### src/logic/sdtmr_pkg.sv
// register map, field layout and reset values of the split dual 8-bit timer
`default_nettype none
package sdtmr_pkg;
  // ==========================================================
  // register indices (byte address is four times the index)
  localparam logic [5:0] IDX_CONTROL_A = 6'h00;
  localparam logic [5:0] IDX_SPLIT_CONTROL = 6'h03;
  localparam logic [5:0] IDX_CTRL_E_CLEAR = 6'h04;
  localparam logic [5:0] IDX_CTRL_E_SET = 6'h05;
  localparam logic [5:0] IDX_INT_ENABLE = 6'h0a;
  localparam logic [5:0] IDX_INT_FLAGS = 6'h0b;
  localparam logic [5:0] IDX_DEBUG_CONTROL = 6'h0e;
  localparam logic [5:0] IDX_LOW_COUNT = 6'h20;
  localparam logic [5:0] IDX_HIGH_COUNT = 6'h21;
  localparam logic [5:0] IDX_LOW_PERIOD = 6'h26;
  localparam logic [5:0] IDX_HIGH_PERIOD = 6'h27;
  localparam logic [5:0] IDX_LOW_CMP0 = 6'h28;
  localparam logic [5:0] IDX_HIGH_CMP0 = 6'h29;
  localparam logic [5:0] IDX_CMP_STRIDE = 6'h02;
  localparam logic [5:0] IDX_SPLIT_FIRST = 6'h20;
  localparam int NUM_CMP = 3;

  // ==========================================================
  // field positions
  localparam int POS_ENABLE = 0;
  localparam int POS_PRESCALE = 1;
  localparam int POS_CMD = 2;
  localparam int POS_TARGET = 0;
  localparam int POS_LOW_UNF = 0;
  localparam int POS_HIGH_UNF = 1;
  localparam int POS_LOW_CMP0 = 4;
  localparam logic [7:0] IRQ_BIT_MASK = 8'h73;

  // ==========================================================
  // commands and targets
  localparam logic [1:0] CMD_NONE = 2'h0;
  localparam logic [1:0] CMD_RESTART = 2'h2;
  localparam logic [1:0] CMD_HARD_RESET = 2'h3;
  localparam logic [1:0] TARGET_NONE = 2'h0;
  localparam logic [1:0] TARGET_BOTH = 2'h3;

  // ==========================================================
  // reset values and bus answers
  localparam logic [7:0] RST_COUNT = 8'h00;
  localparam logic [7:0] RST_PERIOD = 8'hff;
  localparam logic [7:0] RST_COMPARE = 8'h00;
  localparam logic [7:0] RST_CTRL = 8'h00;
  localparam logic [1:0] RESP_OKAY = 2'h0;
  localparam logic [1:0] RESP_SLVERR = 2'h2;
  localparam int PRESC_W = 10;

  // low bits of the prescaler that must be zero for a tick
  function automatic logic [PRESC_W-1:0] presc_mask(input logic [2:0] sel);
    case (sel)
      3'h0: presc_mask = 10'h000;
      3'h1: presc_mask = 10'h001;
      3'h2: presc_mask = 10'h003;
      3'h3: presc_mask = 10'h007;
      3'h4: presc_mask = 10'h00f;
      3'h5: presc_mask = 10'h03f;
      3'h6: presc_mask = 10'h0ff;
      default: presc_mask = 10'h3ff;
    endcase
  endfunction : presc_mask
endpackage : sdtmr_pkg
`default_nettype wire

### src/logic/sdtmr_split_timer.sv
// split dual 8-bit down-counter timer with an AXI4-Lite register slave
`timescale 1ns/1ps
`default_nettype none

// Notes on behaviour
// - split bit makes two independent 8-bit counters
// - split layout registers decode only in split
// - clear alias clears ones, reads control-E
// - set alias sets the written one bits
// - command 2 restarts, 3 hard resets
// - command field always reads back zero
// - hard reset ignored while timer enabled
// - target 3 selects both counters, others none
// - low compare enables gate compare flags to irq
// - underflow enables gate underflow flags to irq
// - low compare flag set on count match
// - flags stay set until written one
// - high underflow flag set at bottom
// - low underflow flag set at bottom
// - debug halt freezes timer unless run bit
// - run bit keeps counting during debug halt
// - bus write to low count wins
// - low count live, read-write, resets zero
// - high count live, resets zero, write wins
// - period registers hold top, reset all ones
// - compare registers compared against own counter
// - prescale select divides by 1 to 1024
module sdtmr_split_timer #(
  parameter int ADDR_W = 8
) (
  input wire logic aclk,
  input wire logic aresetn,
  input wire logic [ADDR_W-1:0] s_axi_awaddr,
  input wire logic s_axi_awvalid,
  output logic s_axi_awready,
  input wire logic [31:0] s_axi_wdata,
  input wire logic [3:0] s_axi_wstrb,
  input wire logic s_axi_wvalid,
  output logic s_axi_wready,
  output logic [1:0] s_axi_bresp,
  output logic s_axi_bvalid,
  input wire logic s_axi_bready,
  input wire logic [ADDR_W-1:0] s_axi_araddr,
  input wire logic s_axi_arvalid,
  output logic s_axi_arready,
  output logic [31:0] s_axi_rdata,
  output logic [1:0] s_axi_rresp,
  output logic s_axi_rvalid,
  input wire logic s_axi_rready,
  input wire logic debug_halt,
  output logic int_request
);
  // ==========================================================
  // parameter check
  generate
    if (ADDR_W < 8) begin : g_bad_addr
      $error("sdtmr_split_timer: ADDR_W must be at least 8");
    end
  endgenerate

  // ==========================================================
  // state
  typedef struct packed {
    logic enable;
    logic [2:0] prescale_select;
    logic split_mode_select;
    logic [1:0] command_target_select;
    logic [7:0] int_enable;
    logic [7:0] int_flags;
    logic run_while_debug_halted;
    logic [7:0] low_byte_count;
    logic [7:0] high_byte_count;
    logic [7:0] low_byte_period;
    logic [7:0] high_byte_period;
    logic [2:0][7:0] low_compare_channel;
    logic [2:0][7:0] high_compare_channel;
    logic [sdtmr_pkg::PRESC_W-1:0] presc;
    logic irq;
    logic aw_full;
    logic [ADDR_W-1:0] aw_addr;
    logic w_full;
    logic [7:0] w_data;
    logic w_lane0;
    logic awready;
    logic wready;
    logic bvalid;
    logic [1:0] bresp;
    logic arready;
    logic rvalid;
    logic [31:0] rdata;
    logic [1:0] rresp;
  } sdtmr_state_t;

  sdtmr_state_t s_reg;
  sdtmr_state_t s_next;

  // ==========================================================
  // write decode: performed once both address and data are held
  logic wr_go;
  logic wr_hit;
  logic [5:0] wr_idx;
  logic [7:0] wr_val;
  logic wr_en;
  logic halted;
  logic run;
  logic tick;
  logic [1:0] cmd_issued;
  logic [1:0] target_after;
  logic restart_cmd;
  logic hard_cmd;
  logic [2:0] low_match;
  logic [2:0] high_match;

  assign wr_go = s_reg.aw_full && s_reg.w_full && !s_reg.bvalid;
  assign wr_idx = s_reg.aw_addr[7:2];
  assign wr_hit = addr_ok(s_reg.aw_addr, s_reg.split_mode_select);
  assign wr_en = wr_go && wr_hit && s_reg.w_lane0;
  assign wr_val = s_reg.w_data;

  // commands only come through the set alias; the clear alias can only
  // drive the always-zero field to zero, which is no command
  assign cmd_issued = (wr_en && wr_idx == sdtmr_pkg::IDX_CTRL_E_SET) ?
    wr_val[sdtmr_pkg::POS_CMD +: 2] : sdtmr_pkg::CMD_NONE;
  assign target_after = (wr_en && wr_idx == sdtmr_pkg::IDX_CTRL_E_SET) ?
    (s_reg.command_target_select | wr_val[1:0]) :
    s_reg.command_target_select;
  // command acts on the target as it stands after the same write; only both is a target
  assign restart_cmd = cmd_issued == sdtmr_pkg::CMD_RESTART &&
    target_after == sdtmr_pkg::TARGET_BOTH;
  assign hard_cmd = cmd_issued == sdtmr_pkg::CMD_HARD_RESET &&
    target_after == sdtmr_pkg::TARGET_BOTH && !s_reg.enable;

  // debug halt freezes prescaler and counters unless told to run
  assign halted = debug_halt && !s_reg.run_while_debug_halted;
  assign run = s_reg.enable && s_reg.split_mode_select && !halted;
  assign tick = run && ((s_reg.presc &
    sdtmr_pkg::presc_mask(s_reg.prescale_select)) == '0);

  // per-channel comparators on each byte counter
  generate
    for (genvar n = 0; n < sdtmr_pkg::NUM_CMP; n++) begin : g_cmp
      assign low_match[n] = s_reg.low_byte_count ==
        s_reg.low_compare_channel[n];
      assign high_match[n] = s_reg.high_byte_count ==
        s_reg.high_compare_channel[n];
    end
  endgenerate

  // ==========================================================
  // address map helpers
  function automatic logic addr_ok(input logic [ADDR_W-1:0] a,
                                   input logic split);
    logic [5:0] i;
    logic ok;
    i = a[7:2];
    ok = 1'b0;
    if (a[1:0] == 2'h0 && (a >> 8) == '0) begin
      case (i)
        sdtmr_pkg::IDX_CONTROL_A, sdtmr_pkg::IDX_SPLIT_CONTROL,
        sdtmr_pkg::IDX_CTRL_E_CLEAR, sdtmr_pkg::IDX_CTRL_E_SET,
        sdtmr_pkg::IDX_INT_ENABLE, sdtmr_pkg::IDX_INT_FLAGS,
        sdtmr_pkg::IDX_DEBUG_CONTROL: ok = 1'b1;
        // split-only layout is hidden in normal mode
        default: ok = split && i >= sdtmr_pkg::IDX_SPLIT_FIRST &&
          i <= sdtmr_pkg::IDX_HIGH_CMP0 + 6'h04 &&
          i != 6'h22 && i != 6'h23 && i != 6'h24 && i != 6'h25;
      endcase
    end
    addr_ok = ok;
  endfunction : addr_ok

  function automatic logic [7:0] read_val(input sdtmr_state_t s,
                                          input logic [5:0] i);
    logic [7:0] v;
    v = 8'h00;
    case (i)
      sdtmr_pkg::IDX_CONTROL_A: v = {4'h0, s.prescale_select, s.enable};
      sdtmr_pkg::IDX_SPLIT_CONTROL: v = {7'h00, s.split_mode_select};
      // command field is never stored, so it reads zero
      sdtmr_pkg::IDX_CTRL_E_CLEAR,
      sdtmr_pkg::IDX_CTRL_E_SET: v = {6'h00, s.command_target_select};
      sdtmr_pkg::IDX_INT_ENABLE: v = s.int_enable;
      sdtmr_pkg::IDX_INT_FLAGS: v = s.int_flags;
      sdtmr_pkg::IDX_DEBUG_CONTROL: v = {7'h00, s.run_while_debug_halted};
      sdtmr_pkg::IDX_LOW_COUNT: v = s.low_byte_count;
      sdtmr_pkg::IDX_HIGH_COUNT: v = s.high_byte_count;
      sdtmr_pkg::IDX_LOW_PERIOD: v = s.low_byte_period;
      sdtmr_pkg::IDX_HIGH_PERIOD: v = s.high_byte_period;
      6'h28: v = s.low_compare_channel[0];
      6'h29: v = s.high_compare_channel[0];
      6'h2a: v = s.low_compare_channel[1];
      6'h2b: v = s.high_compare_channel[1];
      6'h2c: v = s.low_compare_channel[2];
      6'h2d: v = s.high_compare_channel[2];
      default: v = 8'h00;
    endcase
    read_val = v;
  endfunction : read_val

  // ==========================================================
  // next state
  always_comb begin
    logic [7:0] set_flags;
    logic [7:0] clr_flags;
    set_flags = 8'h00;
    clr_flags = 8'h00;
    s_next = s_reg;

    // prescaler: frozen while not running, cleared by restart
    if (run) begin
      s_next.presc = s_reg.presc + 10'h001;
    end
    if (restart_cmd || hard_cmd) begin
      s_next.presc = '0;
    end

    // counters count down and reload from period after zero
    if (tick) begin
      if (s_reg.low_byte_count == 8'h00) begin
        s_next.low_byte_count = s_reg.low_byte_period;
        set_flags[sdtmr_pkg::POS_LOW_UNF] = 1'b1;
      end else begin
        s_next.low_byte_count = s_reg.low_byte_count - 8'h01;
      end
      if (s_reg.high_byte_count == 8'h00) begin
        s_next.high_byte_count = s_reg.high_byte_period;
        set_flags[sdtmr_pkg::POS_HIGH_UNF] = 1'b1;
      end else begin
        s_next.high_byte_count = s_reg.high_byte_count - 8'h01;
      end
      set_flags[sdtmr_pkg::POS_LOW_CMP0 +: 3] = low_match;
    end

    // restart touches only the counters and prescaler; hard reset also the periods and compares
    if (restart_cmd || hard_cmd) begin
      s_next.low_byte_count = sdtmr_pkg::RST_COUNT;
      s_next.high_byte_count = sdtmr_pkg::RST_COUNT;
    end
    if (hard_cmd) begin
      s_next.low_byte_period = sdtmr_pkg::RST_PERIOD;
      s_next.high_byte_period = sdtmr_pkg::RST_PERIOD;
      s_next.low_compare_channel = '0;
      s_next.high_compare_channel = '0;
    end

    // register writes come last so they win over counting
    if (wr_en) begin
      case (wr_idx)
        sdtmr_pkg::IDX_CONTROL_A: begin
          s_next.enable = wr_val[sdtmr_pkg::POS_ENABLE];
          s_next.prescale_select = wr_val[sdtmr_pkg::POS_PRESCALE +: 3];
        end
        sdtmr_pkg::IDX_SPLIT_CONTROL: begin
          s_next.split_mode_select = wr_val[0];
        end
        sdtmr_pkg::IDX_CTRL_E_CLEAR: begin
          s_next.command_target_select =
            s_reg.command_target_select & ~wr_val[1:0];
        end
        sdtmr_pkg::IDX_CTRL_E_SET: begin
          s_next.command_target_select = target_after;
        end
        sdtmr_pkg::IDX_INT_ENABLE: begin
          s_next.int_enable = wr_val & sdtmr_pkg::IRQ_BIT_MASK;
        end
        sdtmr_pkg::IDX_INT_FLAGS: begin
          clr_flags = wr_val & sdtmr_pkg::IRQ_BIT_MASK;
        end
        sdtmr_pkg::IDX_DEBUG_CONTROL: begin
          s_next.run_while_debug_halted = wr_val[0];
        end
        sdtmr_pkg::IDX_LOW_COUNT: begin
          s_next.low_byte_count = wr_val;
        end
        sdtmr_pkg::IDX_HIGH_COUNT: begin
          s_next.high_byte_count = wr_val;
        end
        sdtmr_pkg::IDX_LOW_PERIOD: begin
          s_next.low_byte_period = wr_val;
        end
        sdtmr_pkg::IDX_HIGH_PERIOD: begin
          s_next.high_byte_period = wr_val;
        end
        6'h28: s_next.low_compare_channel[0] = wr_val;
        6'h29: s_next.high_compare_channel[0] = wr_val;
        6'h2a: s_next.low_compare_channel[1] = wr_val;
        6'h2b: s_next.high_compare_channel[1] = wr_val;
        6'h2c: s_next.low_compare_channel[2] = wr_val;
        6'h2d: s_next.high_compare_channel[2] = wr_val;
        default: ;
      endcase
    end

    // a flag set in the clearing cycle survives
    s_next.int_flags = ((s_reg.int_flags & ~clr_flags) | set_flags) &
      sdtmr_pkg::IRQ_BIT_MASK;
    s_next.irq = |(s_reg.int_flags & s_reg.int_enable);

    // write channels: hold address and data until both are here
    if (s_axi_awvalid && s_reg.awready) begin
      s_next.aw_full = 1'b1;
      s_next.aw_addr = s_axi_awaddr;
    end
    if (s_axi_wvalid && s_reg.wready) begin
      s_next.w_full = 1'b1;
      s_next.w_data = s_axi_wdata[7:0];
      s_next.w_lane0 = s_axi_wstrb[0];
    end
    if (wr_go) begin
      s_next.aw_full = 1'b0;
      s_next.w_full = 1'b0;
      s_next.bvalid = 1'b1;
      s_next.bresp = wr_hit ? sdtmr_pkg::RESP_OKAY : sdtmr_pkg::RESP_SLVERR;
    end
    if (s_reg.bvalid && s_axi_bready) begin
      s_next.bvalid = 1'b0;
    end
    s_next.awready = !s_next.aw_full && !s_next.bvalid;
    s_next.wready = !s_next.w_full && !s_next.bvalid;

    // read channel: one outstanding read, answered the next cycle
    if (s_axi_arvalid && s_reg.arready) begin
      s_next.rvalid = 1'b1;
      if (addr_ok(s_axi_araddr, s_reg.split_mode_select)) begin
        s_next.rdata = {24'h000000, read_val(s_reg, s_axi_araddr[7:2])};
        s_next.rresp = sdtmr_pkg::RESP_OKAY;
      end else begin
        s_next.rdata = 32'h00000000;
        s_next.rresp = sdtmr_pkg::RESP_SLVERR;
      end
    end
    if (s_reg.rvalid && s_axi_rready) begin
      s_next.rvalid = 1'b0;
    end
    s_next.arready = !s_next.rvalid;
  end

  // ==========================================================
  // state register; synchronous reset
  always_ff @(posedge aclk) begin
    if (!aresetn) begin
      s_reg <= '0;
      s_reg.low_byte_period <= sdtmr_pkg::RST_PERIOD;
      s_reg.high_byte_period <= sdtmr_pkg::RST_PERIOD;
      s_reg.low_byte_count <= sdtmr_pkg::RST_COUNT;
      s_reg.high_byte_count <= sdtmr_pkg::RST_COUNT;
    end else begin
      s_reg <= s_next;
    end
  end

  assign s_axi_awready = s_reg.awready;
  assign s_axi_wready = s_reg.wready;
  assign s_axi_bvalid = s_reg.bvalid;
  assign s_axi_bresp = s_reg.bresp;
  assign s_axi_arready = s_reg.arready;
  assign s_axi_rvalid = s_reg.rvalid;
  assign s_axi_rdata = s_reg.rdata;
  assign s_axi_rresp = s_reg.rresp;
  assign int_request = s_reg.irq;
endmodule : sdtmr_split_timer

`default_nettype wire

### config.mk
export PLATFORM = sky130hd
export DESIGN_NAME = sdtmr_split_timer
export DESIGN_NICKNAME = d
export VERILOG_FILES = /design/src/logic/sdtmr_pkg.sv /design/src/logic/sdtmr_split_timer.sv
export SDC_FILE = /design/constraint.sdc
export NUM_CORES = 1
export LEC_CHECK = 0
export ABC_AREA = 1
export BUFFER_PORTS_ARGS = -buffer_cell sky130_fd_sc_hd__clkbuf_2
export CAP_MARGIN = 25
export CORE_MARGIN = 1
export CORE_UTILIZATION = 55
export CTS_BUF_LIST = sky130_fd_sc_hd__clkbuf_4 sky130_fd_sc_hd__clkbuf_8
export DETAILED_ROUTE_END_ITERATION = 7
export PLACE_DENSITY = 0.88
export REMOVE_ABC_BUFFERS = 1
export SLEW_MARGIN = 20
export SYNTH_ARGS = -nofsm -noshare
export SYNTH_HDL_FRONTEND = slang
export SYNTH_SLANG_ARGS = --single-unit
### constraint.sdc
create_clock -name aclk -period 4.7 [get_ports aclk]
set_clock_uncertainty 0.2 [all_clocks]
set_input_delay 0.47 -clock aclk [delete_from_list [all_inputs] [get_ports aclk]]
set_output_delay 0.47 -clock aclk [all_outputs]
set_load 0.005 [all_outputs]
Word-level counts from Yosys, hierarchy flattened --
Index checks and enable logic that the tools add are counted.
Operators by class: equal/unequal tests 52, bitwise gates (word level) 9, multiplexer cells 42, add/sub/neg operators 3, reduce and logical (&&, ||, !) cells 59, $lt $le $gt $ge 4
Operators by type and width (count):
- $pmux W8 S16 | 1
- $eq A6 B6 Y1 const B | 20
- $mux W8 | 12
- $mux W80 | 1
- $pmux W10 S7 | 1
- $mux W64 | 1
- $ne A6 B6 Y1 const B | 8
- $eq A6 B4 Y1 const B | 6
- $mux W35 | 1
- $mux W16 | 2
- $logic_and A1 B1 Y1 | 31
- $eq A6 B3 Y1 const B | 4
- $eq A8 B8 Y1 | 3
- $mux W10 | 2
- $logic_not A8 Y1 | 2
- $sub A8 B1 Y8 const B | 2
- $and A7 B7 Y7 | 2
- $mux W7 | 2
- $reduce_or A7 Y1 | 2
- $eq A6 B2 Y1 const B | 2
- $ge A6 B6 Y1 const B | 2
- $le A6 B6 Y1 const B | 2
- $logic_not A6 Y1 | 2
- $mux W1 | 11
- other kinds (25) | 47
Word-level totals: input bits 60, word-level logic and storage cells 201, output and inout port bits 42, register bits after elaboration 169

Depth between registers and ports, before layout --
Gate-level depths: netlist of the first run.
depth after elaboration 20, gate-level depth with buffers 15, depth with buffers taken out 14

Worst setup path after synthesis of the first run --
Ideal clock, no wire load.
kind register -> register, start register s_reg[54] (netlist bit), end register s_reg[100] (netlist bit), clock period less this slack 2.256 ns, arrival time 1.928 ns, setup time 0.129 ns, stages on the path, launching flop included 15, slack 2.444 ns, buffers on the path 1, required time 4.371 ns, path through dfxtp_1 -> inv_2 -> nor2_2 -> nand3_1 -> nand2_1 -> nor2_1 -> nand2_1 -> nand2_1 -> nor2_4 -> nand2_2 -> nor2_4 -> nand2_1 -> clkbuf_1 -> o21ai_1 -> a21oi_1
On the way: cells in the longest elaborated chain, start to end 19, elaborated cells on any way between the ends 35, those cells by class order compare: 2; eq/ne: 13; mux: 7; reduce/logical: 13
RTL lines:
- start, declared | RTL line sdtmr_split_timer.sv:94 | sdtmr_state_t s_reg;
- start signal, assigned | RTL line sdtmr_split_timer.sv:348 | s_reg <= s_next;
- $ge A6 B6 Y1 | RTL line sdtmr_split_timer.sv:164 | default: ok = split && i >= sdtmr_pkg::IDX_SPLIT_FIRST &&
- $logic_and A1 B1 Y1 (2 in a row) | RTL line sdtmr_split_timer.sv:164
- $logic_and A1 B1 Y1 | RTL line sdtmr_split_timer.sv:165 | i <= sdtmr_pkg::IDX_HIGH_CMP0 + 6'h04 &&
- $logic_and A1 B1 Y1 (3 in a row) | RTL line sdtmr_split_timer.sv:166 | i != 6'h22 && i != 6'h23 && i != 6'h24 && i != 6'h25;
- $mux W1 | RTL line sdtmr_split_timer.sv:158 | case (i)
- $mux W1 | RTL line sdtmr_split_timer.sv:157 | if (a[1:0] == 2'h0 && (a >> 8) == '0) begin
- $logic_and A1 B1 Y1 (2 in a row) | RTL line sdtmr_split_timer.sv:117 | assign wr_en = wr_go && wr_hit && s_reg.w_lane0;
- $logic_and A1 B1 Y1 | RTL line sdtmr_split_timer.sv:122, sdtmr_split_timer.sv:124
- $mux W2 (on tied branches) | RTL line sdtmr_split_timer.sv:122, sdtmr_split_timer.sv:124
- $eq A2 B2 Y1 (on tied branches) | RTL line sdtmr_split_timer.sv:130, sdtmr_split_timer.sv:131
- $logic_and A1 B1 Y1 | RTL line sdtmr_split_timer.sv:130 | assign hard_cmd = cmd_issued == sdtmr_pkg::CMD_HARD_RESET &&
- $logic_and A1 B1 Y1 | RTL line sdtmr_split_timer.sv:131 | target_after == sdtmr_pkg::TARGET_BOTH && !s_reg.enable;
- $mux W64 | RTL line sdtmr_split_timer.sv:239 | if (hard_cmd) begin
- $mux W8 | RTL line sdtmr_split_timer.sv:248 | case (wr_idx)
- $mux W80 (*) | RTL line sdtmr_split_timer.sv:247 | if (wr_en) begin
Every way passes the cells marked *; elsewhere a longest branch is shown, timed or not. A chain may end at the register's enable or synchronous reset.

Worst setup path after layout of the first run --
start register s_reg[57] (netlist bit), end register s_reg[148] (netlist bit)
On the way: cells in the longest elaborated chain, start to end 20, elaborated cells on any way between the ends 38, those cells by class order compare: 2; eq/ne: 14; mux: 7; reduce/logical: 15
RTL lines:
- $ge A6 B6 Y1 | RTL line sdtmr_split_timer.sv:164
- $logic_and A1 B1 Y1 (2 in a row) | RTL line sdtmr_split_timer.sv:164
- $logic_and A1 B1 Y1 | RTL line sdtmr_split_timer.sv:165
- $logic_and A1 B1 Y1 (3 in a row) | RTL line sdtmr_split_timer.sv:166
- $mux W1 | RTL line sdtmr_split_timer.sv:158
- $mux W1 | RTL line sdtmr_split_timer.sv:157
- $logic_and A1 B1 Y1 (2 in a row) | RTL line sdtmr_split_timer.sv:117
- $logic_and A1 B1 Y1 | RTL line sdtmr_split_timer.sv:122, sdtmr_split_timer.sv:124
- $mux W2 (on tied branches) | RTL line sdtmr_split_timer.sv:122, sdtmr_split_timer.sv:124
- $eq A2 B2 Y1 (on tied branches) | RTL line sdtmr_split_timer.sv:130, sdtmr_split_timer.sv:129, sdtmr_split_timer.sv:131
- $logic_and A1 B1 Y1 | RTL line sdtmr_split_timer.sv:130
- $logic_and A1 B1 Y1 | RTL line sdtmr_split_timer.sv:131
- $logic_or A1 B1 Y1 | RTL line sdtmr_split_timer.sv:235 | if (restart_cmd || hard_cmd) begin
- $mux W16 | RTL line sdtmr_split_timer.sv:235
- $mux W8 | RTL line sdtmr_split_timer.sv:248
- $mux W80 (*) | RTL line sdtmr_split_timer.sv:247
Marked as above.

==> flow_summary.toml, run 1 <==
[worst_setup_path]
cp-start-kind = "register"
r2r_start = "s_reg[57]"
r2r-end = "s_reg[148]"
cp.required_ps = 4910
cpMostUsedCell = "nand2_1"
path_cells = "nor2_1 -> nand3_1 -> nand2_1 -> nor2_1 -> nand2_1 -> nand2_1 -> nor2_4 -> nand2_2 -> nor3_2 -> nand2_1 -> nand2_1"
worstPathArrival_ps = 3310
slowest_delay_ps = 760
cp_num_buf_inv = 0
reg2reg_setup_slack_ps = 1600
cp.depth = 11
crit_family = "simple AND/OR/NAND/NOR gates"
r2r.worst_path.cells = 11
worstSetupPathType = "reg -> reg"
slowest_stage = "nor3_2"
critPathMaxFanout = 14
end_kind = "register"

[finish]
drive_gt1_frac = 0.0845
largest_reg_flops = 119
nNetsFinal = 1225
final_cells = 1348
syn_to_final_growth_pct = 6.74
insertedDiodeCount = 0

[clocking]
cts_buffers = 17
clk_pin_slew_ps = 80
cts_tree = "built"
cts_root_buf = "clkbuf_8"
hold_buffers = 0
cts.sinks = 143
clk_latency_ps = 460
cts_resized = 0
postCtsSetupRepairBufs = 0
h-tree-depth = 4
cts_buffer_depth = 2

[detailed_routing]
vias = 7720
first_pass_iters = 6
wire_per_inst_um = 16.0
drt_iter0_drc = 700
wirelength_mm = 21.6
via_per_inst = 5.73
drcViolationCount = 0
antenna_left = 0

[logic_synthesis]
netlist_area_mm2 = 0.00768
ys_ff_latch = 143
ys.flop_type = "dfxtp_1"
muxShareOfSynthArea = 0
synth_xor_area_frac = 0.0399
yosys_warnings = 0
synth_top_family_by_area = "simple AND/OR/NAND/NOR gates"
synth_edf_count = 0
synth_fa_ha_area_frac = 0.00814
syn_avg_cell_area_um2 = 6.69
synth_compound_area_frac = 0.197
ys_seq_area_frac = 0.373
synth_cell_type_count = 36
async_reset_ff_frac = 0
synthCells = 1148
yosys.area_share.simple = 0.260

[global_routing]
overflow = 0
grt_pass1_wl_mm = 34.7
antenna_found_initial = 0
grt_pass1_vias = 7091
grt_max_degree = 65
grt.total_usage = 0.308

[placed_design]
gp_congestion = 0.939
portBuffers = 48
place_inst = 1317
dp_hpwl_mm = 15.4

[floorplanning]
dieHeight_um = 120
die_x_um = 120
dieArea_mm2 = 0.0144
core-area_mm2 = 0.0135
rows = 42
start_util = 0.571
ios = 102

[timing]
final.setup.tns_ps = 0
hold_viol = 0
fin_crit_ps = 3100
tightest_slew_ps = 970
fin_hold_ws_ps = 57.0
slew_headroom = 0.350
rsz0062_at_grt = "false"
period_share = 0.659
slew_viol_final = 0
setup_viol = 0
fmax_ghz = 0.323

[job]
maxCapViolations = 0

[hold_path]
hold_path_end = "s_reg[52]"
hold_path_depth = 3
min_path_type = "in -> reg"
hp-start = "s_axi_awaddr[1]"

[outcome]
status = "complete, no violations"

[power]
vdd_ir_drop_max_mv = 0.245
power_mw = 2.35
cellPowerDensity_mw_per_mm2 = 286
p_leak_nw = 3.70
-- Yosys cell counts (5+ instances only) --
master,n,area (µm²)
nand2_1,262,983
a211oi_1,8,60.1
xor2_1,20,175
o211ai_1,8,60.1
nand4_1,18,113
buf_2,6,30.0
o21ai_1,20,100
inv_1,118,443
nand3_1,76,380
a21oi_1,110,551
a221oi_1,7,61.3
dfxtp_1,143,2860
buf_4,36,270
clkbuf_1,42,158
xnor2_1,15,131
ha_1,5,62.6
o21ai_0,99,495
o22ai_1,17,106
nor3_1,14,70.1
nor2_1,91,342
-- metal layers --
layer / routed length, µm / vias to the layer above / share of wire / track usage
met4: 954 / 0 / 0.044 / 0.184
met1: 8760 / 3504 / 0.41 / 0.389
met3: 1910 / 68 / 0.088 / 0.0665
met2: 9930 / 396 / 0.46 / 0.483
li1: - / 3752 / - / -
met5: 0 / - / 0 / 0
-- kinds of logic (layout without fill, tap and decap cells) --
family                   after synthesis  count (layout)
AO/OA/AOI/OAI                        278             278
AND/OR/NAND/NOR                      476             476
flip-flops                           143             143
adder cells (fa/ha/maj)                5               5
XOR/XNOR                              35              35
buffers and inverters                210             209
other                                  1              26
-- how the worst max path moves through the flow --
| stage | slack (ps) | end | start |
|---|---|---|---|
| 5_1_grt | 1290 | s_reg[139] | s_reg[57] |
| 3_5_place_dp | 1690 | s_reg[150] | s_reg[57] |
| 3_3_place_gp | 1740 | s_reg[146] | s_reg[58] |
| 6_report | 1600 | s_reg[148] | s_reg[57] |
| 4_1_cts | 1630 | s_reg[140] | s_reg[57] |
| 2_1_floorplan | 1520 | s_reg[111] | s_reg[57] |
-- placed cells by master, fill, tap and decap left out, types with 20 or more instances in the layout --
cell type and instances:
nand2_1 262, dfxtp_1 143, inv_1 118, a21oi_1 110
o21ai_0 99, nor2_1 91, nand3_1 75, clkbuf_2 47
conb_1 26, o21ai_1 20, xor2_1 20, clkbuf_8 20
-- worst register-to-register path, stage by stage (launching register included) --
cell     delay [ps]
dfxtp_1         320
nor2_1          480
nand3_1         230
nand2_1         110
nor2_1           50
nand2_1          80
nand2_1         110
nor2_4          200
nand2_2         170
nor3_2          770
nand2_1         210
nand2_1         120
-- per-stage QoR --
| step | util | setup WS (ps) | cell area (µm²) |
|---|---|---|---|
| 3_5_place_dp | 0.582 | 1690 | 7830 |
| 3_3_place_gp | 0.582 | 1740 | 7830 |
| 2_1_floorplan | - | 1520 | 7300 |
| 4_1_cts | 0.609 | 1630 | 8200 |
| 6_report | 0.609 | 1600 | 8200 |
| 5_1_grt | 0.609 | 1290 | 8200 |
-- area by class of cell --
type	count	area (µm²)
Timing Repair Buffer	56	300
Inverter	122	458
Clock buffer	25	313
Clock inverter	6	58.8
Sequential cell	143	2860
Fill cell	1248	5250
Tap cell	176	220
Multi-Input combinational cell	820	3990
-- report_power, final --
part | switching [mW] | total, mW | internal (mW)
Combinational | 0.105 | 0.149 | 0.0434
Clock | 0.454 | 0.938 | 0.484
Sequential | 0.0321 | 1.26 | 1.23
Total | 0.592 | 2.35 | 1.75
Power figures use the tool's default switching activity.
==> inputs of run 2 (changes only) <==
--- a/config.mk
+++ b/config.mk
@@ -5,14 +5,14 @@
 export SDC_FILE = /design/constraint.sdc
 export NUM_CORES = 1
 export LEC_CHECK = 0
-export ABC_AREA = 1
+export ABC_AREA = 0
 export BUFFER_PORTS_ARGS = -buffer_cell sky130_fd_sc_hd__clkbuf_2
 export CAP_MARGIN = 25
 export CORE_MARGIN = 1
-export CORE_UTILIZATION = 55
+export CORE_UTILIZATION = 54
 export CTS_BUF_LIST = sky130_fd_sc_hd__clkbuf_4 sky130_fd_sc_hd__clkbuf_8
 export DETAILED_ROUTE_END_ITERATION = 7
-export PLACE_DENSITY = 0.88
+export PLACE_DENSITY = 0.89
 export REMOVE_ABC_BUFFERS = 1
 export SLEW_MARGIN = 20
 export SYNTH_ARGS = -nofsm -noshare
==> constraint.sdc (replaced) <==
create_clock -name aclk -period 2.6 [get_ports aclk]
set_clock_uncertainty 0.2 [all_clocks]
set_input_delay 0.26 -clock aclk [delete_from_list [all_inputs] [get_ports aclk]]
set_output_delay 0.26 -clock aclk [all_outputs]
set_load 0.005 [all_outputs]
==> flow_summary.toml, run 2 <==
[detailed_routing]
routed.top_layer = "met4"
wire_per_inst_um = 19.0
antenna_left = 0
wirelength_mm = 23.0
vias = 7673
drcViolationCount = 0
via_per_inst = 6.33
drt-met1-wl_mm = 8.96
wl_met2_mm = 10.3
route.met3.wl_mm = 2.79
first_pass_iters = 8
drt_iter0_drc = 1001

[placed_design]
portBuffers = 48
placed_area_mm2 = 0.00825
pre_cts_ws_ps = 223
gp_congestion = 0.996
dp_hpwl_mm = 15.6

[worst_setup_path]
worstPathArrival_ps = 2660
end_kind = "register"
path_cells = "or3b_2 -> a2111oi_4 -> dlygate4sd3_1 -> nand2_1 -> a22oi_1"
cp_num_buf_inv = 1
cp.required_ps = 2780
worstSetupPathType = "reg -> reg"
slowest_delay_ps = 630
reg2reg_setup_slack_ps = 130
crit_family = "buffers and inverters"
critPathMaxFanout = 5
cp-start-kind = "register"
slowest_stage = "dlygate4sd3_1"

[global_routing]
grt_pass1_vias = 7248
grt_max_degree = 60
grt_pass1_wl_mm = 36.5
grt.total_usage = 0.320
overflow = 0
antenna_found_initial = 0

[timing]
setup_viol = 0
period_share = 0.951
slew_headroom = 0.439
fin_crit_ps = 2470
tightest_slew_ps = 834
fin_hold_ws_ps = 55.3
hold_viol = 0
setup_ws_ps = 127
fmax_ghz = 0.404
slew_viol_final = 0
rsz0062_at_grt = "false"

[clocking]
cts.sinks = 143
h-tree-depth = 4
clk_latency_ps = 470
cts_buffer_depth = 2
cts_buffers = 17
postCtsSetupRepairBufs = 0
clk_pin_slew_ps = 80
cts_root_buf = "clkbuf_8"
cts_tree = "built"

[power]
vdd_ir_drop_max_mv = 0.380
cellPowerDensity_mw_per_mm2 = 511
power_mw = 4.55
p_leak_nw = 3.52

[floorplanning]
core-area_mm2 = 0.0140
dieArea_mm2 = 0.0151
start_util = 0.561
die_x_um = 123
ios = 102
rows = 43
dieHeight_um = 123

[logic_synthesis]
synth_top_cell_by_area = "dfxtp_1"
netlist_area_mm2 = 0.00787
synth_edf_count = 0
yosysMostFrequentCell = "dfxtp_1"
syn_avg_cell_area_um2 = 8.20
yosys_warnings = 0
async_reset_ff_frac = 0
ys.flop_type = "dfxtp_1"
ys_seq_area_frac = 0.364
yosys-top-cells-area = "dfxtp_1, nand2_1, a21oi_1"
ys_ff_latch = 143
synthTopCellsByCount = "dfxtp_1, nand2_1, a21oi_1, nor2_1, nand3_1"
synth_cell_type_count = 76
synth.top_cell.area_share = 0.364
synthCells = 960

[finish]
final_cell_mix = "nand2_1, dfxtp_1, a21oi_1"
num-fill-cells = 1140
syn_to_final_growth_pct = 13.2
nNetsFinal = 1084
insertedDiodeCount = 0
largest_reg_flops = 119
drive_gt1_frac = 0.166
final_cell_area_mm2 = 0.00891

[outcome]
status = "complete, no violations"

[hold_path]
min_path_type = "in -> reg"

[job]
maxCapViolations = 0
-- run 2: cell types whose count changed in the layout (fill, tap and decap cells not counted), sizes merged, moves of 15 or more --
cell         previous run  this run
a21oi                 110        95
nor4                    4        20
a22oi                   0        15
nor3                   16        36
buf                     9        53
nand2                 263       142
nand3                  76        59
inv                   121        12
nor2                   95        70
mux2i                   0        24
dlygate4sd3             0        22
o21ai                 119        41
-- run 2: worst paths after layout --
path | start | to | cells after the start
worst min register to register | s_axi_rdata[7] | s_axi_rdata[7] | 2
worst min-delay path | s_axi_awvalid | s_reg[51] | 4
worst max register to register | s_reg[170] | s_axi_rdata[5] | 5
worst max-delay path | s_reg[170] | s_axi_rdata[5] | 5
-- run 2: metrics by stage --
stage	cells	TNS [ps]	utilization
after global routing	1212	0	0.635
after floorplan	877	-43330	-
after CTS	1212	0	0.635
after detailed placement	1158	0	0.588
after global placement	1158	0	0.588
final	1212	0	0.635
-- run 2: cell type report --
class / instances / area, µm² / share of cell area
clock buffers: 23 / 310 / 0.0348
well taps: 180 / 225 / 0.0253
repair buffers: 123 / 908 / 0.102
multi-input cells: 722 / 4430 / 0.497
clock inverters: 9 / 130 / 0.0146
flip-flops and latches: 143 / 2860 / 0.321
inverters: 12 / 45.0 / 0.00505
-- run 2: kinds of logic after synthesis --
| group | share of synthesized area |
|---|---|
| AND/OR/NAND/NOR | 0.266 |
| AO/OA/AOI/OAI | 0.187 |
| flip-flops | 0.364 |
| buffers and inverters | 0.0856 |
| XOR/XNOR | 0.0378 |
| multiplexers | 0.0520 |
| adder cells (fa/ha/maj) | 0.00795 |
| other | 0.000476 |
-- run 2: power breakdown --
group	total, mW	switching [mW]	internal (mW)
clock network	1.93	0.849	1.08
registers	2.24	0.0329	2.21
logic	0.375	0.232	0.143
-- run 2: timing repair --
item                                    4_1_cts  5_1_grt
gates resized for setup                       0        1
endpoints found under the setup margin        0        3
hold buffers                                 22        0
hold endpoints to repair                     27        0
-- run 2: worst reg2reg max path: stages (launching register included) --
cell	delay, ps
dfxtp_2	430
or3b_2	510
a2111oi_4	320
dlygate4sd3_1	630
nand2_1	100
a22oi_1	200
-- run 2: metal layers --
metal | track usage | up-vias
li1 | - | 3495
met1 | 0.391 | 3604
met2 | 0.499 | 481
met3 | 0.108 | 93
met4 | 0.163 | 0
met5 | 0 | -
==> inputs of run 3 (changes only) <==
--- a/config.mk
+++ b/config.mk
@@ -12,9 +12,11 @@
 export CORE_UTILIZATION = 54
 export CTS_BUF_LIST = sky130_fd_sc_hd__clkbuf_4 sky130_fd_sc_hd__clkbuf_8
 export DETAILED_ROUTE_END_ITERATION = 7
+export GPL_TIMING_DRIVEN = 0
 export PLACE_DENSITY = 0.89
 export REMOVE_ABC_BUFFERS = 1
-export SLEW_MARGIN = 20
+export SLEW_MARGIN = 0
 export SYNTH_ARGS = -nofsm -noshare
 export SYNTH_HDL_FRONTEND = slang
 export SYNTH_SLANG_ARGS = --single-unit
+export TNS_END_PERCENT = 5
==> flow_summary.toml, run 3 (synthesized netlist as in run 2, its figures left out) <==
[finish]
final_common_cell = "nand2_1"
final_cell_mix = "nand2_1, dfxtp_1, a21oi_1"
final_cell_area_mm2 = 0.00870
drive_gt1_frac = 0.153
syn_to_final_growth_pct = 10.6
utilization = 0.620
final_cells = 1177
largest_reg_flops = 119
num-fill-cells = 1146
nNetsFinal = 1048

[clocking]
clk_latency_ps = 470
cts_buffers = 17
cts_root_buf = "clkbuf_8"
cts_tree = "built"
h-tree-depth = 4
clk_pin_slew_ps = 80
cts.sinks = 143
cts_buffer_depth = 2

[global_routing]
antenna_found_initial = 1
grt_pass1_vias = 7033
grtUsageMet1 = 0.398
grt.met2_usage = 0.474
top_usage_layer = "met2"
overflow = 0
grt_util_met3 = 0.0781
grt_pass1_wl_mm = 35.5
grt.total_usage = 0.307
grt_max_degree = 93

[placed_design]
pre_cts_ws_ps = -734
place_inst = 1110
placed_area_mm2 = 0.00786
dp_hpwl_mm = 14.5
portBuffers = 48
gp_congestion = 0.968

[job]
maxCapViolations = 0

[detailed_routing]
first_pass_iters = 6
wirelength_mm = 22.1
antenna_left = 0
via_per_inst = 6.30
drt_iter0_drc = 867
wire_per_inst_um = 18.7
vias = 7413
drcViolationCount = 0

[worst_setup_path]
r2r_start = "s_reg[170]"
reg2reg_setup_slack_ps = 3
worstPathArrival_ps = 2740
cp-start-kind = "register"
critPathMaxFanout = 7
end_kind = "register"
critPathCapture = "s_axi_rresp[1]"
startpoint = "s_reg[170]"
worstSetupPathType = "reg -> reg"
r2r-end = "s_axi_rresp[1]"
r2r.worst_path.cells = 4
cp.required_ps = 2750

[timing]
fin_hold_ws_ps = 21.9
fmax_ghz = 0.385
period_share = 0.999
fin_crit_ps = 2600
slew_headroom = 0.295
final.setup.tns_ps = 0
slew_viol_final = 0
rsz0062_at_grt = "true"
setup_ws_ps = 3.07
setup_viol = 0
hold_viol = 0
tightest_slew_ps = 1050

[floorplanning]
dieHeight_um = 123
ios = 102
core-area_mm2 = 0.0140
die_x_um = 123
start_util = 0.561
rows = 43
dieArea_mm2 = 0.0151

[outcome]
status = "complete, no violations"

[power]
cellPowerDensity_mw_per_mm2 = 535
vdd_ir_drop_max_mv = 0.345
p_leak_nw = 3.32
power_mw = 4.66

[hold_path]
min_path_type = "in -> reg"
run 3: cell types whose count changed in the layout (fill, tap and decap cells not counted), moves of 3 or more:
cell / before / now
dfxtp_1: 142 / 133
buf_8: 0 / 3
clkbuf_8: 22 / 18
buf_4: 49 / 10
clkinvlp_4: 1 / 5
buf_12: 4 / 0
dfxtp_2: 1 / 10
run 3: what timing repair did:
| action | CTS | global route |
|---|---|---|
| gates resized for setup | 11 | 14 |
| hold endpoints to repair | 25 | 0 |
| endpoints found under the setup margin | 95 | 82 |
| hold buffers | 23 | 0 |
| gates cloned | 1 | 0 |
| pin swaps | 6 | 5 |
| buffers inserted | 7 | 2 |
run 3: critical path: stages (launching register included):
cell           delay, ps
dfxtp_1              560
or3b_2               530
a2111oi_4            500
nor3_1               100
dlygate4sd3_1        590
run 3: layout make-up:
cell class	instances	area, µm²	area share
antenna	1	2.50	0.000287
clock buffer	18	248	0.0285
clock inverter	14	215	0.0247
inverter	12	50.0	0.00575
multi-input combinational	723	4490	0.516
sequential	143	2880	0.330
tap	180	225	0.0259
timing repair buffer	86	601	0.0690
run 3: worst min path at each step:
stage	from	to	depth (start not counted)	slack [ps]
6_report	debug_halt	s_reg[61]	4	20
5_1_grt	debug_halt	s_reg[61]	4	30
4_1_cts	debug_halt	s_reg[61]	4	10
3_5_place_dp	s_axi_bresp[1]	s_axi_bresp[1]	2	240
3_3_place_gp	s_axi_rdata[7]	s_axi_rdata[7]	2	240
2_1_floorplan	aresetn	s_reg[119]	1	140
run 3: power breakdown:
| group | switching, mW | internal [mW] |
|---|---|---|
| registers | 0.0579 | 2.21 |
| logic | 0.202 | 0.126 |
| clock network | 0.894 | 1.16 |
run 3: per-layer routing:
layer / wire (µm) / share of wire / up-vias
li1: - / - / 3431
met1: 8870 / 0.40 / 3455
met2: 9780 / 0.44 / 448
met3: 2510 / 0.11 / 79
met4: 900 / 0.041 / 0
met5: 0 / 0 / -
